==> src/rtl/cmf_pkg.sv <==
// Constants, types and helpers for the CSMA/CD framing block.
// Assumes one bit per clock on both the transmit and receive paths.
// Contract
// RQ1 - carrier sense bounds each received frame
// RQ2 - optional cut-off above maximum octet count
// RQ3 - drop trailing partial octet on receive
// RQ4 - truncated frame with bad check: alignment error
// RQ5 - minimum frame bits set fragment threshold
// RQ6 - short frames discarded silently as fragments
// RQ7 - preamble then delimiter before frame bits
// RQ8 - collision never shortens the preamble
// RQ9 - preamble is seven 10101010 octets
// RQ10 - receive only after delimiter 10101011 seen
// RQ11 - delimiter eight bits, header is sum
// RQ12 - gap part one up to two thirds
// RQ13 - frame fields in order, flat bit view
// RQ14 - attempt counter up to attempt limit
// RQ15 - collision flag held until jam sent
// RQ16 - jam length in bits is configurable
// RQ17 - deferring holds off pending transmission
// RQ18 - frame waiting shown while deferred
// RQ19 - recompute check sequence, flag mismatch
// RQ20 - one completion status per delivered frame
package cmf_pkg;
	localparam int          PRE_OCTETS   = 7;
	localparam int          PRE_BITS     = PRE_OCTETS * 8;
	localparam int          SFD_BITS     = 8;
	localparam int          HDR_BITS     = PRE_BITS + SFD_BITS;
	localparam logic [7:0]  PRE_PATTERN  = 8'hAA;
	localparam logic [7:0]  SFD_PATTERN  = 8'hAB;
	localparam logic [31:0] CRC_INIT     = 32'hFFFFFFFF;
	localparam logic [31:0] CRC_POLY     = 32'hEDB88320;
	localparam logic [31:0] CRC_RESIDUE  = 32'hDEBB20E3;
	localparam logic        JAM_BIT      = 1'b1;

	localparam logic [7:0]  ADR_CFG_TX   = 8'h00;
	localparam logic [7:0]  ADR_CFG_RX   = 8'h04;
	localparam logic [7:0]  ADR_STATUS   = 8'h08;
	localparam logic [7:0]  ADR_IFS      = 8'h0C;

	localparam logic [4:0]  ATT_LIM_RST  = 5'h10;
	localparam logic [7:0]  JAM_LEN_RST  = 8'h20;
	localparam logic [6:0]  IFS1_RST     = 7'h40;
	localparam logic [10:0] MAX_OCT_RST  = 11'h5EE;
	localparam logic [9:0]  MIN_BITS_RST = 10'h200;

	localparam logic [1:0]  RX_OK        = 2'h0;
	localparam logic [1:0]  RX_LEN_ERR   = 2'h1;
	localparam logic [1:0]  RX_FCS_ERR   = 2'h2;
	localparam logic [1:0]  RX_ALIGN_ERR = 2'h3;
	localparam logic        TX_OK        = 1'b0;
	localparam logic        TX_EXCESS    = 1'b1;

	typedef enum logic [2:0] {
		CMF_TX_IDLE, CMF_TX_WAIT, CMF_TX_PRE, CMF_TX_SFD,
		CMF_TX_DATA, CMF_TX_JAM, CMF_TX_DONE
	} cmf_tx_st_t;

	typedef enum logic [1:0] {
		CMF_RX_IDLE, CMF_RX_HUNT, CMF_RX_DATA
	} cmf_rx_st_t;

	typedef struct packed {
		logic        valid;
		logic [7:0]  data;
		logic [10:0] idx;
		logic        done;
		logic        drop;
		logic [1:0]  status;
	} cmf_rx_t;

	typedef struct packed {
		logic        done;
		logic        status;
		logic        retry;
	} cmf_tx_t;

	function automatic logic [31:0] cmf_crc_step(input logic [31:0] c,
	                                             input logic        b);
		cmf_crc_step = (c >> 1) ^ ((c[0] ^ b) ? CRC_POLY : 32'h00000000);
	endfunction
endpackage

==> src/rtl/cmf_mac.sv <==
// CSMA/CD framing: preamble generation, attempt/jam state, receive
// delimiting, fragment filtering, octet truncation and status.
// Assumes a deference block drives deferring_i and consumes the gap parts.
`timescale 1ns/1ps
`default_nettype none
module cmf_mac #(
	parameter int IFS_BITS = 96
) (
	input  wire logic            clk_i,
	input  wire logic            rst_i,
	input  wire logic            wb_cyc_i,
	input  wire logic            wb_stb_i,
	input  wire logic            wb_we_i,
	input  wire logic [7:0]      wb_adr_i,
	input  wire logic [3:0]      wb_sel_i,
	input  wire logic [31:0]     wb_dat_i,
	output logic      [31:0]     wb_dat_o,
	output logic                 wb_ack_o,
	input  wire logic            carrier_sense_i,
	input  wire logic            collision_detect_i,
	input  wire logic            rx_bit_i,
	output logic                 tx_bit_o,
	output logic                 tx_en_o,
	input  wire logic            deferring_i,
	output logic                 frame_waiting_o,
	output logic      [6:0]      ifs_part1_o,
	output logic      [6:0]      ifs_part2_o,
	input  wire logic            tx_req_i,
	input  wire logic            tx_bit_i,
	input  wire logic            tx_last_i,
	output logic                 tx_take_o,
	output cmf_pkg::cmf_tx_t     tx_o,
	output cmf_pkg::cmf_rx_t     rx_o
);
	localparam logic [6:0] IFS_W  = 7'(IFS_BITS);
	localparam logic [6:0] IFS1_MAX = 7'((IFS_BITS * 2) / 3);

	if (IFS_BITS < 3 || IFS_BITS > 127) begin : g_chk
		$error("IFS_BITS must lie in 3..127");
	end

	typedef struct packed {
		cmf_pkg::cmf_tx_st_t tx_st;
		logic [7:0]          tx_cnt;
		logic [4:0]          attempts;
		logic                new_coll;
		logic                tx_bit;
		logic                tx_en;
		cmf_pkg::cmf_tx_t    tx;
		cmf_pkg::cmf_rx_st_t rx_st;
		logic [7:0]          sh;
		logic [7:0]          oct;
		logic [15:0]         bitcnt;
		logic [10:0]         octcnt;
		logic [31:0]         crc;
		logic [31:0]         crc_oct;
		logic                oversize;
		cmf_pkg::cmf_rx_t    rx;
		logic [1:0]          last_st;
		logic [4:0]          att_lim;
		logic [7:0]          jam_len;
		logic [6:0]          ifs1;
		logic [10:0]         max_oct;
		logic [9:0]          min_bits;
		logic                ack;
		logic [31:0]         rdata;
	} cmf_state_t;

	cmf_state_t s_ff;
	cmf_state_t nxt_s;
	logic [31:0] rd_word;
	logic [6:0]  ifs2;

	assign ifs2 = IFS_W - s_ff.ifs1; // see RQ12

	always_comb begin
		rd_word = 32'h00000000;
		case (wb_adr_i)
			cmf_pkg::ADR_CFG_TX: begin
				rd_word = {9'h000, s_ff.ifs1, s_ff.jam_len, 3'h0, s_ff.att_lim};
			end
			cmf_pkg::ADR_CFG_RX: begin
				rd_word = {6'h00, s_ff.min_bits, 5'h00, s_ff.max_oct};
			end
			cmf_pkg::ADR_STATUS: begin
				rd_word = {20'h00000,
				           (s_ff.tx_st != cmf_pkg::CMF_TX_IDLE),
				           (s_ff.rx_st != cmf_pkg::CMF_RX_IDLE),
				           s_ff.last_st, 1'b0,
				           (s_ff.tx_st == cmf_pkg::CMF_TX_WAIT),
				           s_ff.new_coll, s_ff.attempts};
			end
			cmf_pkg::ADR_IFS: begin
				rd_word = {17'h00000, ifs2, 1'b0, s_ff.ifs1};
			end
			default: begin
				rd_word = 32'h00000000;
			end
		endcase
	end

	always_comb begin
		logic [31:0] crc_n;
		logic [7:0]  oct_n;
		logic [7:0]  sh_n;
		logic [1:0]  st_n;
		crc_n = cmf_pkg::cmf_crc_step(s_ff.crc, rx_bit_i);
		oct_n = {rx_bit_i, s_ff.oct[7:1]};
		sh_n  = {s_ff.sh[6:0], rx_bit_i};
		st_n  = cmf_pkg::RX_OK;
		nxt_s = s_ff;
		nxt_s.ack      = 1'b0;
		nxt_s.tx.done  = 1'b0;
		nxt_s.tx.retry = 1'b0;
		nxt_s.rx.valid = 1'b0;
		nxt_s.rx.done  = 1'b0;
		nxt_s.rx.drop  = 1'b0;
		nxt_s.tx_en    = 1'b0;
		nxt_s.tx_bit   = 1'b0;

		// bus slave: one wait state, unmapped reads zero
		if (wb_cyc_i && wb_stb_i && !s_ff.ack) begin
			nxt_s.ack   = 1'b1;
			nxt_s.rdata = rd_word;
			if (wb_we_i && wb_adr_i == cmf_pkg::ADR_CFG_TX) begin
				if (wb_sel_i[0]) begin
					nxt_s.att_lim = (wb_dat_i[4:0] == 5'h00) ? 5'h01
					                                         : wb_dat_i[4:0];
				end
				if (wb_sel_i[1]) begin // see RQ16
					nxt_s.jam_len = (wb_dat_i[15:8] == 8'h00) ? 8'h01
					                                          : wb_dat_i[15:8];
				end
				if (wb_sel_i[2]) begin // see RQ12
					nxt_s.ifs1 = (wb_dat_i[22:16] > IFS1_MAX) ? IFS1_MAX
					                                          : wb_dat_i[22:16];
				end
			end
			if (wb_we_i && wb_adr_i == cmf_pkg::ADR_CFG_RX) begin
				if (wb_sel_i[0]) begin
					nxt_s.max_oct[7:0] = wb_dat_i[7:0];
				end
				if (wb_sel_i[1]) begin
					nxt_s.max_oct[10:8] = wb_dat_i[10:8];
				end
				if (wb_sel_i[2]) begin
					nxt_s.min_bits[7:0] = wb_dat_i[23:16];
				end
				if (wb_sel_i[3]) begin
					nxt_s.min_bits[9:8] = wb_dat_i[25:24];
				end
			end
		end

		case (s_ff.tx_st)
			cmf_pkg::CMF_TX_IDLE: begin
				if (tx_req_i) begin
					nxt_s.tx_st    = cmf_pkg::CMF_TX_WAIT;
					nxt_s.attempts = 5'h00;
				end
			end
			cmf_pkg::CMF_TX_WAIT: begin
				if (!deferring_i) begin // see RQ17
					nxt_s.tx_st  = cmf_pkg::CMF_TX_PRE;
					nxt_s.tx_cnt = 8'h00;
				end
			end
			cmf_pkg::CMF_TX_PRE: begin
				nxt_s.tx_en  = 1'b1;
				nxt_s.tx_bit = cmf_pkg::PRE_PATTERN[3'h7 - s_ff.tx_cnt[2:0]]; // see RQ9
				nxt_s.tx_cnt = s_ff.tx_cnt + 8'h01;
				if (collision_detect_i) begin
					nxt_s.new_coll = 1'b1; // see RQ15
				end
				// a collision here only takes effect once the preamble is out
				if (s_ff.tx_cnt == 8'(cmf_pkg::PRE_BITS - 1)) begin // see RQ8
					nxt_s.tx_cnt = 8'h00;
					nxt_s.tx_st  = (s_ff.new_coll || collision_detect_i)
					             ? cmf_pkg::CMF_TX_JAM : cmf_pkg::CMF_TX_SFD; // see RQ7
				end
			end
			cmf_pkg::CMF_TX_SFD: begin
				nxt_s.tx_en  = 1'b1;
				nxt_s.tx_bit = cmf_pkg::SFD_PATTERN[3'h7 - s_ff.tx_cnt[2:0]];
				nxt_s.tx_cnt = s_ff.tx_cnt + 8'h01;
				if (collision_detect_i) begin
					nxt_s.new_coll = 1'b1;
					nxt_s.tx_cnt   = 8'h00;
					nxt_s.tx_st    = cmf_pkg::CMF_TX_JAM;
				end else if (s_ff.tx_cnt == 8'(cmf_pkg::SFD_BITS - 1)) begin // see RQ11
					nxt_s.tx_st = cmf_pkg::CMF_TX_DATA;
				end
			end
			cmf_pkg::CMF_TX_DATA: begin
				nxt_s.tx_en  = 1'b1;
				nxt_s.tx_bit = tx_bit_i; // see RQ13
				if (collision_detect_i) begin
					nxt_s.new_coll = 1'b1; // see RQ15
					nxt_s.tx_cnt   = 8'h00;
					nxt_s.tx_st    = cmf_pkg::CMF_TX_JAM;
				end else if (tx_last_i) begin
					nxt_s.tx_st     = cmf_pkg::CMF_TX_DONE;
					nxt_s.tx.done   = 1'b1;
					nxt_s.tx.status = cmf_pkg::TX_OK;
					nxt_s.attempts  = s_ff.attempts + 5'h01;
				end
			end
			cmf_pkg::CMF_TX_JAM: begin
				nxt_s.tx_en  = 1'b1;
				nxt_s.tx_bit = cmf_pkg::JAM_BIT;
				nxt_s.tx_cnt = s_ff.tx_cnt + 8'h01;
				if (s_ff.tx_cnt == s_ff.jam_len - 8'h01) begin // see RQ16
					nxt_s.new_coll = 1'b0; // see RQ15
					nxt_s.attempts = s_ff.attempts + 5'h01; // see RQ14
					if (s_ff.attempts + 5'h01 >= s_ff.att_lim) begin
						nxt_s.tx_st     = cmf_pkg::CMF_TX_DONE;
						nxt_s.tx.done   = 1'b1;
						nxt_s.tx.status = cmf_pkg::TX_EXCESS;
					end else begin
						nxt_s.tx.retry = 1'b1;
						nxt_s.tx_st    = cmf_pkg::CMF_TX_WAIT;
					end
				end
			end
			cmf_pkg::CMF_TX_DONE: begin
				if (!tx_req_i) begin
					nxt_s.tx_st = cmf_pkg::CMF_TX_IDLE;
				end
			end
			default: begin
				nxt_s.tx_st = cmf_pkg::CMF_TX_IDLE;
			end
		endcase

		case (s_ff.rx_st)
			cmf_pkg::CMF_RX_IDLE: begin
				if (carrier_sense_i) begin // see RQ1
					nxt_s.rx_st = cmf_pkg::CMF_RX_HUNT;
					nxt_s.sh    = 8'h00;
				end
			end
			cmf_pkg::CMF_RX_HUNT: begin
				nxt_s.sh = sh_n;
				if (!carrier_sense_i) begin
					nxt_s.rx_st = cmf_pkg::CMF_RX_IDLE;
				end else if (sh_n == cmf_pkg::SFD_PATTERN) begin // see RQ10
					nxt_s.rx_st    = cmf_pkg::CMF_RX_DATA;
					nxt_s.crc      = cmf_pkg::CRC_INIT;
					nxt_s.crc_oct  = cmf_pkg::CRC_INIT;
					nxt_s.bitcnt   = 16'h0000;
					nxt_s.octcnt   = 11'h000;
					nxt_s.oversize = 1'b0;
				end
			end
			cmf_pkg::CMF_RX_DATA: begin
				if (carrier_sense_i) begin
					nxt_s.crc = crc_n; // see RQ19
					nxt_s.oct = oct_n;
					// saturate rather than wrap on endless carrier
					if (s_ff.bitcnt != 16'hFFFF) begin
						nxt_s.bitcnt = s_ff.bitcnt + 16'h0001;
					end
					if (s_ff.bitcnt[2:0] == 3'h7 && !s_ff.oversize) begin
						if (s_ff.max_oct != 11'h000
						    && s_ff.octcnt == s_ff.max_oct) begin
							nxt_s.oversize = 1'b1; // see RQ2
						end else begin
							nxt_s.rx.valid = 1'b1; // see RQ13
							nxt_s.rx.data  = oct_n;
							nxt_s.rx.idx   = s_ff.octcnt;
							nxt_s.octcnt   = s_ff.octcnt + 11'h001;
							nxt_s.crc_oct  = crc_n; // see RQ3
						end
					end
				end else begin
					nxt_s.rx_st = cmf_pkg::CMF_RX_IDLE; // see RQ1
					if (s_ff.bitcnt < {6'h00, s_ff.min_bits}) begin // see RQ5
						nxt_s.rx.drop = 1'b1; // see RQ6
					end else begin
						if (s_ff.oversize) begin
							st_n = cmf_pkg::RX_LEN_ERR;
						end else if (s_ff.crc_oct != cmf_pkg::CRC_RESIDUE) begin
							st_n = (s_ff.bitcnt[2:0] != 3'h0)
							     ? cmf_pkg::RX_ALIGN_ERR // see RQ4
							     : cmf_pkg::RX_FCS_ERR; // see RQ19
						end
						nxt_s.rx.done   = 1'b1; // see RQ20
						nxt_s.rx.status = st_n;
						nxt_s.last_st   = st_n;
					end
				end
			end
			default: begin
				nxt_s.rx_st = cmf_pkg::CMF_RX_IDLE;
			end
		endcase
	end

	always_ff @(posedge clk_i) begin
		if (rst_i) begin
			s_ff          <= '0;
			s_ff.att_lim  <= cmf_pkg::ATT_LIM_RST;
			s_ff.jam_len  <= cmf_pkg::JAM_LEN_RST;
			s_ff.ifs1     <= cmf_pkg::IFS1_RST;
			s_ff.max_oct  <= cmf_pkg::MAX_OCT_RST;
			s_ff.min_bits <= cmf_pkg::MIN_BITS_RST;
		end else begin
			s_ff <= nxt_s;
		end
	end

	assign wb_ack_o        = s_ff.ack;
	assign wb_dat_o        = s_ff.rdata;
	assign tx_bit_o        = s_ff.tx_bit;
	assign tx_en_o         = s_ff.tx_en;
	assign frame_waiting_o = (s_ff.tx_st == cmf_pkg::CMF_TX_WAIT); // see RQ18
	assign ifs_part1_o     = s_ff.ifs1;
	assign ifs_part2_o     = ifs2;
	assign tx_take_o       = (s_ff.tx_st == cmf_pkg::CMF_TX_DATA)
	                       && !collision_detect_i;
	assign tx_o            = s_ff.tx;
	assign rx_o            = s_ff.rx;
endmodule
`default_nettype wire

==> config.mk <==
export PLATFORM = sky130hd
export DESIGN_NAME = cmf_mac
export DESIGN_NICKNAME = d
export VERILOG_FILES = /design/src/rtl/cmf_pkg.sv /design/src/rtl/cmf_mac.sv
export SDC_FILE = /design/constraint.sdc
export NUM_CORES = 1
export LEC_CHECK = 0
export BUFFER_PORTS_ARGS = -buffer_cell sky130_fd_sc_hd__buf_4
export CORE_ASPECT_RATIO = 1.2
export CORE_MARGIN = 2
export CORE_UTILIZATION = 45
export CTS_BUF_LIST = sky130_fd_sc_hd__clkbuf_2
export DETAILED_ROUTE_END_ITERATION = 6
export GPL_TIMING_DRIVEN = 0
export PLACE_DENSITY = 0.7
export SYNTH_ARGS = -nofsm -noshare
export SYNTH_HDL_FRONTEND = slang
export SYNTH_SLANG_ARGS = --single-unit
==> constraint.sdc <==
create_clock -name clk_i -period 7.5 [get_ports clk_i]
set_clock_uncertainty 0.05 [all_clocks]
set_input_delay 0.375 -clock clk_i [delete_from_list [all_inputs] [get_ports clk_i]]
set_output_delay 0.375 -clock clk_i [all_outputs]
set_load 0.02 [all_outputs]
Word-level counts from Yosys, hierarchy flattened. Memories as Yosys holds them, arrays and structs flattened. Index checks and enable logic that the tools add are counted.

Bits in registers: 229. Bits in read-only memories: 16. Input bits: 56. Logic and storage cells: 202. Memories kept: 2.

Memories: (no name shown) (depth 8, bits a word 1, rd ports 1, clocked after memory_dff 0, write ports 0, RTL line cmf_mac.sv:184) `nxt_s.tx_bit = cmf_pkg::SFD_PATTERN[3'h7 - s_ff.tx_cnt[2:0]];`; (no name shown) (depth 8, bits a word 1, rd ports 1, clocked after memory_dff 0, write ports 0, RTL line cmf_mac.sv:170) `nxt_s.tx_bit = cmf_pkg::PRE_PATTERN[3'h7 - s_ff.tx_cnt[2:0]];`.

Add/sub/neg operators: 7. Order comparisons: 4. Equality and inequality tests: 40. Muxes and demuxes: 58. Bitwise logic cells: 9. Reduce and logical (&&, ||, !) cells: 50.

Operators by type and width (number): 92-bit two-way mux (2); 92-bit case mux with 2 select lines (1); 112-bit two-way mux (1); 26-bit case mux with 4 select lines (1); 32-bit two-way mux (2); 53-bit two-way mux (1); 11-bit two-way mux (4); 8-bit case mux with 5 select lines (1); 2-bit inequality test, second input constant (18); 33-bit two-way mux (1); 32-bit inequality test, second input constant (1); 31-bit by 32-bit bitwise XOR with 32-bit output (1); 3-bit two-way mux (10); 3-bit AND reduction (10); 8-bit two-way mux (3); 3-bit case mux with 7 select lines (1); 20-bit two-way mux (1); 5-bit two-way mux (4); 16-bit by 1-bit adder with 16-bit output, second input constant (1); 8-bit by 3-bit equality test with 1-bit output, second input constant (2); 8-bit by 4-bit equality test with 1-bit output, second input constant (2); 8-bit zero test (2); 16-bit by 10-bit < comparator with 1-bit output (1); 16-bit two-way mux (1); other kinds (50) (96).

Logic depth before layout (Yosys ltp). Gate-level depths: netlist of run 1.

Word-level depth: 7. Mapped depth: 11.

Worst setup path after synthesis of run 1. No wires, ideal clock.

Path kind: register to register. Start: register s_ff[61] (netlist bit). End: register s_ff[218] (netlist bit). Setup time: 0.072 ns. Arrival: 2.253 ns. Path slack: 5.125 ns. Stages on the path, launching flop included: 10. Path through: dfxtp_1 -> inv_1 -> ha_1 -> nor3b_1 -> mux2_2 -> a22oi_1 -> a21oi_1 -> o21a_2 -> a221oi_1 -> a2bb2oi_1.

Longest elaborated chain between the ends: 4.

Ends and longest elaborated chain: start, declared (RTL line cmf_mac.sv:69) `cmf_state_t s_ff;`; start signal, assigned (RTL line cmf_mac.sv:308) `s_ff <= nxt_s;`; 8-bit by 1-bit subtractor with 8-bit output (RTL line cmf_mac.sv:212) `if (s_ff.tx_cnt == s_ff.jam_len - 8'h01) begin`; 8-bit equality test (RTL line cmf_mac.sv:212); 2-bit inequality test (no line); 5-bit AND reduction (no line).

No other way between the ends. A chain may end at the register's enable or synchronous reset.

Worst setup path after layout of run 1.
Start: register s_ff[205] (netlist bit). End: register s_ff[188] (netlist bit).

Longest elaborated chain between the ends: 3.

Ends and longest elaborated chain: 8-bit equality test (RTL line cmf_mac.sv:246) `end else if (sh_n == cmf_pkg::SFD_PATTERN) begin`; 2-bit inequality test (no line); 5-bit AND reduction (no line).

No other way between the ends.

==> results.py, run 1 <==
metrics = {
    "yosys": {
        "synth_top_family_by_area": "simple AND/OR/NAND/NOR gates",
        "syn_avg_cell_area_sq_um": 8.57,
        "synth-edff-count": 0,
        "synth_top_area_share": 0.417,
        "synthTopCellsByArea": "dfxtp_1, nor2_1, mux2i_1, buf_4, a211oi_1",
        "ys_seq_elements": 222,
        "yosysUniqueCellTypes": 65,
        "synth.area.mux_share": 0.0689,
        "yosys_warnings": 0,
        "synth_compound_area_frac": 0.142,
        "synthArstFlopShare": 0,
        "synth_top_area_cell": "dfxtp_1",
        "synth_flop_cell": "dfxtp_1",
        "synth-simple-area-share": 0.205,
        "netlist_instances": 1244,
        "synth-xor-area-share": 0.0559,
        "ys_seq_area_frac": 0.417,
        "synth.cell_area_sq_um": 10700,
        "synthAdderAreaFrac": 0.0270,
    },
    "clock_tree": {
        "tritoncts": "built",
        "cts_sinks": 222,
        "htreeDepth": 2,
        "cts_root_buf": "clkbuf_2",
        "worstSkewPairLatency_ps": 860,
        "clock_path_buffers": 3,
        "clkTransAtPathRegs_ps": 130,
        "cts_setup_buffers": 0,
        "cts_buffers": 56,
        "cts_resized": 0,
    },
    "pwr": {
        "intPower_mw": 1.57,
        "swShare": 0.289,
        "powerDensity_nw_per_um2": 174,
        "pwr-share-seq": 0.543,
        "power.share.combinational": 0.112,
        "worst_ir_drop_vdd_mv": 0.118,
        "switchingPower_mw": 0.638,
        "clkPwrFrac": 0.346,
        "power.leakage_nw": 5.17,
    },
    "timing": {
        "fin_tns_setup_ps": 0,
        "worstMarginPinSlew_ps": 1060,
        "period_minus_slack_ps": 2900,
        "rsz0062_at_grt": "no",
        "max_freq_mhz": 345,
        "setup_viol": 0,
        "max_slew_margin": 0.287,
        "slew_viol_final": 0,
        "period_share": 0.387,
        "final-hold-violation-count": 0,
    },
    "cells_and_area": {
        "nFillCells": 2235,
        "layout_common_cells": "dfxtp_1, nor2_1, buf_4",
        "fin_area_sq_um": 12700,
        "syn_to_final_growth_pct": 19.5,
        "fin_nets": 1538,
        "layout_commonest_cell": "dfxtp_1",
        "drive_above_1_share": 0.206,
    },
    "critical_path": {
        "slowest_delay_ps": 730,
        "slowest_stage": "a311oi_1",
        "crit_family": "compound AO/OA/AOI/OAI gates",
        "end_kind": "flip-flop",
        "crit_required_ps": 8150,
        "path_class": "reg -> reg",
        "path_buf_inv": 0,
        "r2r_slack_ps": 4600,
        "crit_arrival_ps": 3550,
        "crit_chain": "nand4bb_1 > nor4b_1 > o21ai_0 > a311oi_1 > nand4_1 > xor2_1 > nor2_1",
        "crit_fanout": 6,
        "start_kind": "flip-flop",
    },
    "floorplan": {
        "dieHeight_um": 173,
        "core_area_sq_um": 23200,
        "dieWidth_um": 144,
        "ios": 134,
        "rows": 61,
        "dieArea_sq_um": 24900,
        "initial_utilization": 0.459,
    },
    "route": {
        "vias": 9673,
        "wl_per_cell_um": 17.0,
        "wl_um": 30800,
        "dr.pass1.iters": 5,
        "drt_drc_violations_left": 0,
        "route.antenna.remaining_nets": 0,
        "viasPerCell": 5.36,
        "drt-initial-drc-count": 641,
    },
    "global_routing": {
        "grt_max_degree": 15,
        "grt_pass1_wl_um": 48800,
        "grt_pass1_vias": 9504,
        "grt_overflow": 0,
        "track_usage": 0.246,
        "antenna_found_initial": 1,
    },
    "hold_path": {
        "hold_class": "in -> reg",
    },
    "status": {
        "status": "complete, no violations",
    },
    "place": {
        "place.gp.congestion": 0.949,
        "place_area_sq_um": 12000,
        "post-dp-hpwl_um": 22800,
        "port_buffers": 118,
    },
    "flow_run": {
        "drv_cap": 0,
    },
}
-- repair_timing --
action,in CTS,in global routing
endpoints found under the setup margin,0,0
endpoints found under the hold margin,59,0
hold buffers,34,0
-- power groups by stage --
stage	Clock, mW	Combinational, mW	Sequential [mW]
after global routing	0.846	0.268	1.20
final	0.765	0.247	1.20
after global placement	0	0.227	1.23
after CTS	0.783	0.242	1.20
after detailed placement	0	0.228	1.23
after floorplan	0	0.147	1.22
-- path summary, 6_finish.rpt --
check              endpoint  cells after the start   startpoint
hold reg to reg   s_ff[115]                      2    s_ff[115]
hold / removal     s_ff[69]                      5  wb_sel_i[0]
setup reg to reg  s_ff[188]                      7    s_ff[205]
setup / recovery  s_ff[188]                      7    s_ff[205]
-- tightest hold or removal path: stages --
cell and delay, ps:
buf_4 110, nand3_1 110, nor2_1 190, nor2_1 130
a211oi_1 50
-- routing by layer --
metal / share of wire / wire, um / global-route usage / vias to the layer above
met5: 0 / 0 / 0 / -
met4: 0.045 / 1390 / 0.119 / 0
met1: 0.41 / 12500 / 0.294 / 4527
li1: - / - / - / 4724
met2: 0.49 / 15000 / 0.417 / 329
met3: 0.062 / 1900 / 0.0521 / 93
-- registers in the layout (all words and copies together), names as in the netlist --
register,count
wb_ack_o,1
s_ff,161
rx_o,22
tx_bit_o,1
wb_dat_o,26
ifs_part1_o,7
tx_o,3
tx_en_o,1
-- synth_stat cells (all sizes together) (20+ instances only) --
master / number
a22oi: 25
dfxtp: 222
nor3: 28
inv: 35
buf: 77
clkbuf: 58
nand4: 20
o21ai: 21
a21oi: 60
a211oi: 48
xor2: 40
ha: 23
nand3: 38
mux2i: 52
nand2: 94
nor2: 210
xnor2: 28
-- stage by stage --
step                      utilization  setup WS [ps]  hold WS, ps  std cells  total power [mW]
final                           0.549           4600         92.1       1806              2.21
after global routing            0.549           4420         41.0       1806              2.32
after floorplan                     -           5130          377       1249              1.37
after CTS                       0.549           4630         28.4       1805              2.23
after global placement          0.515           4580          386       1682              1.45
after detailed placement        0.515           4570          391       1682              1.45
-- cells by family after synthesis --
family / count (synthesis)
fa+ha+maj: 23
simple gates: 474
flops: 222
mux: 67
buf+inv: 170
compound gates: 219
xor+xnor: 68
other cells: 1
-- layout make-up --
class                      count  area (sq um)  share of cell area
multi-input combinational    857          5340               0.419
sequential                   222          4440               0.349
timing repair buffer         152          1230              0.0963
buffer                       135           761              0.0597
clock buffer                  84           420              0.0330
tap                          315           394              0.0309
inverter                      35           131              0.0103
clock inverter                 5          18.8             0.00147
antenna                        1          2.50            0.000196
No activity file was read; power rests on OpenSTA's default activity.
==> inputs of run 2 (changes only) <==
- clock period: 7.5 -> 2.8 ns (I/O delays scaled with it)
==> run 2 against run 1 <==
  * Design area increased by 3.7%
  * Cell count increased by 2.3%
  * Combinational power increased to 2.8 times the previous value
  * Flip-flop and latch count unchanged
  * Non-clock buffer count increased by 42
  * Global-route usage increased by 0.67 points
  * Setup slack got worse by 4600 ps
  * Critical path depth increased by 4
  * Core utilization increased by 2.1 points
  * Clock-buffer cell count unchanged
  * Hold slack got worse by 2.9 ps
==> results.py, run 2 (synthesized netlist as in run 1, its figures left out) <==
metrics = {
    "clock_tree": {
        "clkTransAtPathRegs_ps": 100,
        "cts_root_buf": "clkbuf_2",
        "htreeDepth": 2,
        "cts_sinks": 222,
        "tritoncts": "built",
        "cts_buffers": 56,
        "clock_path_buffers": 3,
        "worstSkewPairLatency_ps": 850,
    },
    "route": {
        "vias": 9963,
        "route.antenna.remaining_nets": 0,
        "dr.pass1.iters": 5,
        "wl_per_cell_um": 17.2,
        "wl_um": 31900,
        "drt-initial-drc-count": 573,
        "viasPerCell": 5.39,
        "drt_drc_violations_left": 0,
    },
    "floorplan": {
        "rows": 61,
        "dieArea_sq_um": 24900,
        "dieWidth_um": 144,
        "core_area_sq_um": 23200,
        "dieHeight_um": 173,
        "initial_utilization": 0.459,
        "ios": 134,
    },
    "timing": {
        "worstMarginPinSlew_ps": 1100,
        "final-hold-violation-count": 0,
        "period_share": 0.995,
        "fin_hold_ws_ps": 89.2,
        "max_freq_mhz": 359,
        "period_minus_slack_ps": 2790,
        "rsz0062_at_grt": "yes",
        "max_slew_margin": 0.258,
        "setup_viol": 0,
        "fin_tns_setup_ps": 0,
        "slew_viol_final": 0,
    },
    "global_routing": {
        "grt_max_degree": 15,
        "antenna_found_initial": 1,
        "grt_overflow": 0,
        "grt_pass1_wl_um": 50100,
        "track_usage": 0.253,
        "grt_pass1_vias": 9815,
    },
    "cells_and_area": {
        "largest_reg_flops": 161,
        "nFillCells": 2157,
        "layout_common_cells": "dfxtp_1, nor2_1, buf_4",
        "largest_register": "s_ff",
        "layout_commonest_cell": "dfxtp_1",
        "fin_util": 0.570,
        "syn_to_final_growth_pct": 24.0,
        "fin_nets": 1580,
        "fin_area_sq_um": 13200,
        "drive_above_1_share": 0.211,
    },
    "status": {
        "status": "complete, no violations",
    },
    "critical_path": {
        "end_kind": "flip-flop",
        "crit_required_ps": 3490,
        "crit_arrival_ps": 3480,
        "crit_fanout": 7,
        "start_kind": "input port",
        "path_class": "in -> reg",
    },
    "place": {
        "place.gp.congestion": 0.949,
        "place_area_sq_um": 12000,
        "post-dp-hpwl_um": 22800,
        "port_buffers": 118,
    },
    "hold_path": {
        "hold_class": "in -> reg",
    },
    "pwr": {
        "worst_ir_drop_vdd_mv": 0.318,
        "powerDensity_nw_per_um2": 450,
        "power.leakage_nw": 5.36,
    },
    "flow_run": {
        "drv_cap": 0,
    },
}
-- run 2: timing repair --
item	in CTS	in global routing
gates resized for setup	3	20
endpoints found under the setup margin	16	73
pin swaps	0	0
hold buffers	76	0
setup buffers	0	0
hold endpoints to repair	108	0
-- run 2: report_power, final --
group / total [mW] / internal [mW] / switching (mW)
Clock: 2.04 / 0.775 / 1.27
Combinational: 0.685 / 0.271 / 0.414
Sequential: 3.21 / 3.18 / 0.0322
-- run 2: final timing paths --
kind                    endpoint  cells past startpoint  slack, ps    startpoint
hold reg to reg        s_ff[115]                      2        400     s_ff[115]
setup / recovery  ifs_part1_o[4]                     11         10      wb_stb_i
setup reg to reg       s_ff[186]                      7         70     s_ff[205]
hold / removal          s_ff[67]                      4         90  wb_dat_i[14]
-- run 2: cell type report --
type                       instances  area (sq um)  area share
timing repair buffer             194          1650       0.125
clock buffer                      84           420      0.0318
tap                              315           394      0.0298
buffer                           135           768      0.0581
antenna                            1          2.50    0.000189
clock inverter                     5          18.8     0.00142
inverter                          35           131     0.00994
multi-input combinational        857          5390       0.408
sequential                       222          4440       0.336
-- run 2: worst max-delay path, cell delays in order --
cell and delay, ps:
dlygate4sd3_1 540, buf_4 110, nand2_1 40, dlygate4sd3_1 590
nor2_2 230, nand3_1 210, dlygate4sd3_1 660, nor2_4 180
nand3b_1 90, dlygate4sd3_1 550, a21oi_1 130
-- run 2: per-layer routing --
layer | routed length (um) | share of wire | up-vias | track usage
met2 | 15500 | 0.49 | 357 | 0.425
li1 | - | - | 4812 | -
met3 | 2060 | 0.065 | 110 | 0.0504
met1 | 12600 | 0.40 | 4684 | 0.300
met4 | 1690 | 0.053 | 0 | 0.138
met5 | 0 | 0 | - | 0
-- run 2: metrics by stage --
| step | setup slack [ps] | cells | power, mW |
|---|---|---|---|
| 2_1_floorplan | 425 | 1249 | 3.67 |
| 3_3_place_gp | -47.9 | 1682 | 3.90 |
| 3_5_place_dp | -57.8 | 1682 | 3.90 |
| 4_1_cts | 19.4 | 1847 | 5.98 |
| 5_1_grt | -21.7 | 1848 | 6.23 |
| 6_report | 12.7 | 1848 | 5.94 |
==> inputs of run 3 (changes only) <==
- SETUP_SLACK_MARGIN: unset -> 0.1
==> run 3 against run 2 <==
  * Flip-flop and latch count unchanged
  * First-iteration DRC count increased by 7.0%
  * Power increased by 0.24%
  * Core utilization about the same
  * Combinational power about the same
  * Sequential power about the same
  * Clock-buffer cell count unchanged
  * Cell count about the same
  * Register-to-register slack improved by 80 ps
==> results.py, run 3 (synthesized netlist as in run 1, its figures left out) <==
metrics = {
    "status": {
        "status": "complete, no violations",
    },
    "critical_path": {
        "crit_chain": "nor2_1 > nand3_1 > dlygate4sd3_1 > nor2_2 > nand3b_1 > dlygate4sd3_1 > a21oi_1",
        "path_class": "reg -> reg",
        "slowest_stage": "dlygate4sd3_1",
        "slowest_delay_ps": 640,
        "path_buf_inv": 2,
        "end_kind": "flip-flop",
        "r2r_cells": 7,
        "startpoint": "wb_ack_o",
        "start_kind": "flip-flop",
        "crit_top_cell": "dlygate4sd3_1",
        "r2r-end": "ifs_part1_o[4]",
        "crit_fanout": 7,
        "crit_arrival_ps": 3350,
        "crit_required_ps": 3500,
        "reg2reg_from": "wb_ack_o",
        "crit_family": "buffers and inverters",
        "r2r_slack_ps": 150,
    },
    "global_routing": {
        "antenna_found_initial": 1,
        "track_usage": 0.253,
        "grt_pass1_vias": 9871,
        "grt_max_degree": 15,
        "grt_pass1_wl_um": 50200,
        "grt_overflow": 0,
    },
    "clock_tree": {
        "worstSkewPairLatency_ps": 840,
        "cts_setup_buffers": 0,
        "cts_buffers": 56,
        "clkTransAtPathRegs_ps": 100,
        "cts_sinks": 222,
        "tritoncts": "built",
        "cts_root_buf": "clkbuf_2",
        "htreeDepth": 2,
        "clock_path_buffers": 3,
    },
    "cells_and_area": {
        "nFillCells": 2169,
        "fin_util": 0.570,
        "drive_above_1_share": 0.212,
        "fin_nets": 1581,
        "layout_common_cells": "dfxtp_1, nor2_1, buf_4",
        "fin_cells": 1849,
        "syn_to_final_growth_pct": 24.1,
        "largest_reg_flops": 161,
        "layout_commonest_cell": "dfxtp_1",
        "largest_register": "s_ff",
    },
    "timing": {
        "slew_viol_final": 0,
        "final-hold-violation-count": 0,
        "rsz0062_at_grt": "no",
        "worst_slack_ps": 147,
        "period_share": 0.947,
        "period_minus_slack_ps": 2650,
        "worstMarginPinSlew_ps": 872,
        "max_slew_margin": 0.419,
        "fin_tns_setup_ps": 0,
        "setup_viol": 0,
        "max_freq_mhz": 377,
    },
    "hold_path": {
        "hold_class": "in -> reg",
        "holdPathEnd": "s_ff[67]",
        "whs_path_depth": 4,
        "min_from": "wb_dat_i[14]",
    },
    "floorplan": {
        "initial_utilization": 0.459,
        "core_area_sq_um": 23200,
        "dieWidth_um": 144,
        "dieArea_sq_um": 24900,
        "dieHeight_um": 173,
        "rows": 61,
        "ios": 134,
    },
    "route": {
        "viasPerCell": 5.37,
        "vias": 9921,
        "dr.pass1.iters": 5,
        "wl_per_cell_um": 17.2,
        "wl_um": 31800,
        "route.antenna.remaining_nets": 0,
        "drt_drc_violations_left": 0,
        "drt-initial-drc-count": 613,
    },
    "place": {
        "place.gp.congestion": 0.949,
        "post-dp-hpwl_um": 22800,
        "port_buffers": 118,
        "placed_cells": 1682,
        "dp_slack_ps": -57.8,
    },
    "pwr": {
        "power.leakage_nw": 5.37,
        "powerDensity_nw_per_um2": 451,
        "p_total_mw": 5.96,
        "worst_ir_drop_vdd_mv": 0.318,
    },
    "flow_run": {
        "drv_cap": 0,
    },
}
run 3: layout make-up:
type / instances / area (sq um) / share of cell area
multi-input combinational: 857 / 5390 / 0.407
tap: 315 / 394 / 0.0298
buffer: 135 / 768 / 0.0581
clock buffer: 84 / 420 / 0.0318
sequential: 222 / 4450 / 0.336
timing repair buffer: 195 / 1660 / 0.125
inverter: 35 / 131 / 0.00993
clock inverter: 5 / 18.8 / 0.00142
antenna: 1 / 2.50 / 0.000189
run 3: worst max-delay path by stage:
stage	endpoint	slack, ps	cells past startpoint
floorplan	s_ff[218]	430	9
global placement	s_ff[188]	-50	7
detailed placement	s_ff[188]	-60	7
CTS	s_ff[164]	110	7
global route	ifs_part1_o[4]	80	7
finish	ifs_part1_o[4]	150	7
run 3: stage by stage:
step,instance area [sq um],hold slack (ps)
after floorplan,10700,178
after global placement,12000,305
after global routing,13200,74.8
after CTS,13200,26.6
final,13200,93.2
after detailed placement,12000,315
run 3: power breakdown:
part	leakage (nW)	total, mW	internal (mW)	switching (mW)
Sequential	1.79	3.21	3.18	0.0323
Combinational	3.22	0.684	0.272	0.412
Clock	0.362	2.06	0.775	1.28
Total	5.37	5.96	4.23	1.73
run 3: layer usage:
| layer | vias up | wire length [um] | track usage |
|---|---|---|---|
| met3 | 95 | 1950 | 0.0468 |
| met4 | 0 | 1510 | 0.132 |
| met2 | 323 | 15500 | 0.428 |
| met5 | - | 0 | 0 |
| met1 | 4699 | 12800 | 0.302 |
| li1 | 4804 | - | - |
run 3: what timing repair did:
item,4_1_cts,5_1_grt
hold buffers,77,0
hold endpoints to repair,108,0
resized for setup,4,21
endpoints found under the setup margin,41,95
cloned,0,0
run 3: worst reg2reg max path, cell delays in order (launching register included):
cell	delay, ps
dfxtp_1	350
nor2_1	270
nand3_1	210
dlygate4sd3_1	650
nor2_2	260
nand3b_1	110
dlygate4sd3_1	560
a21oi_1	130
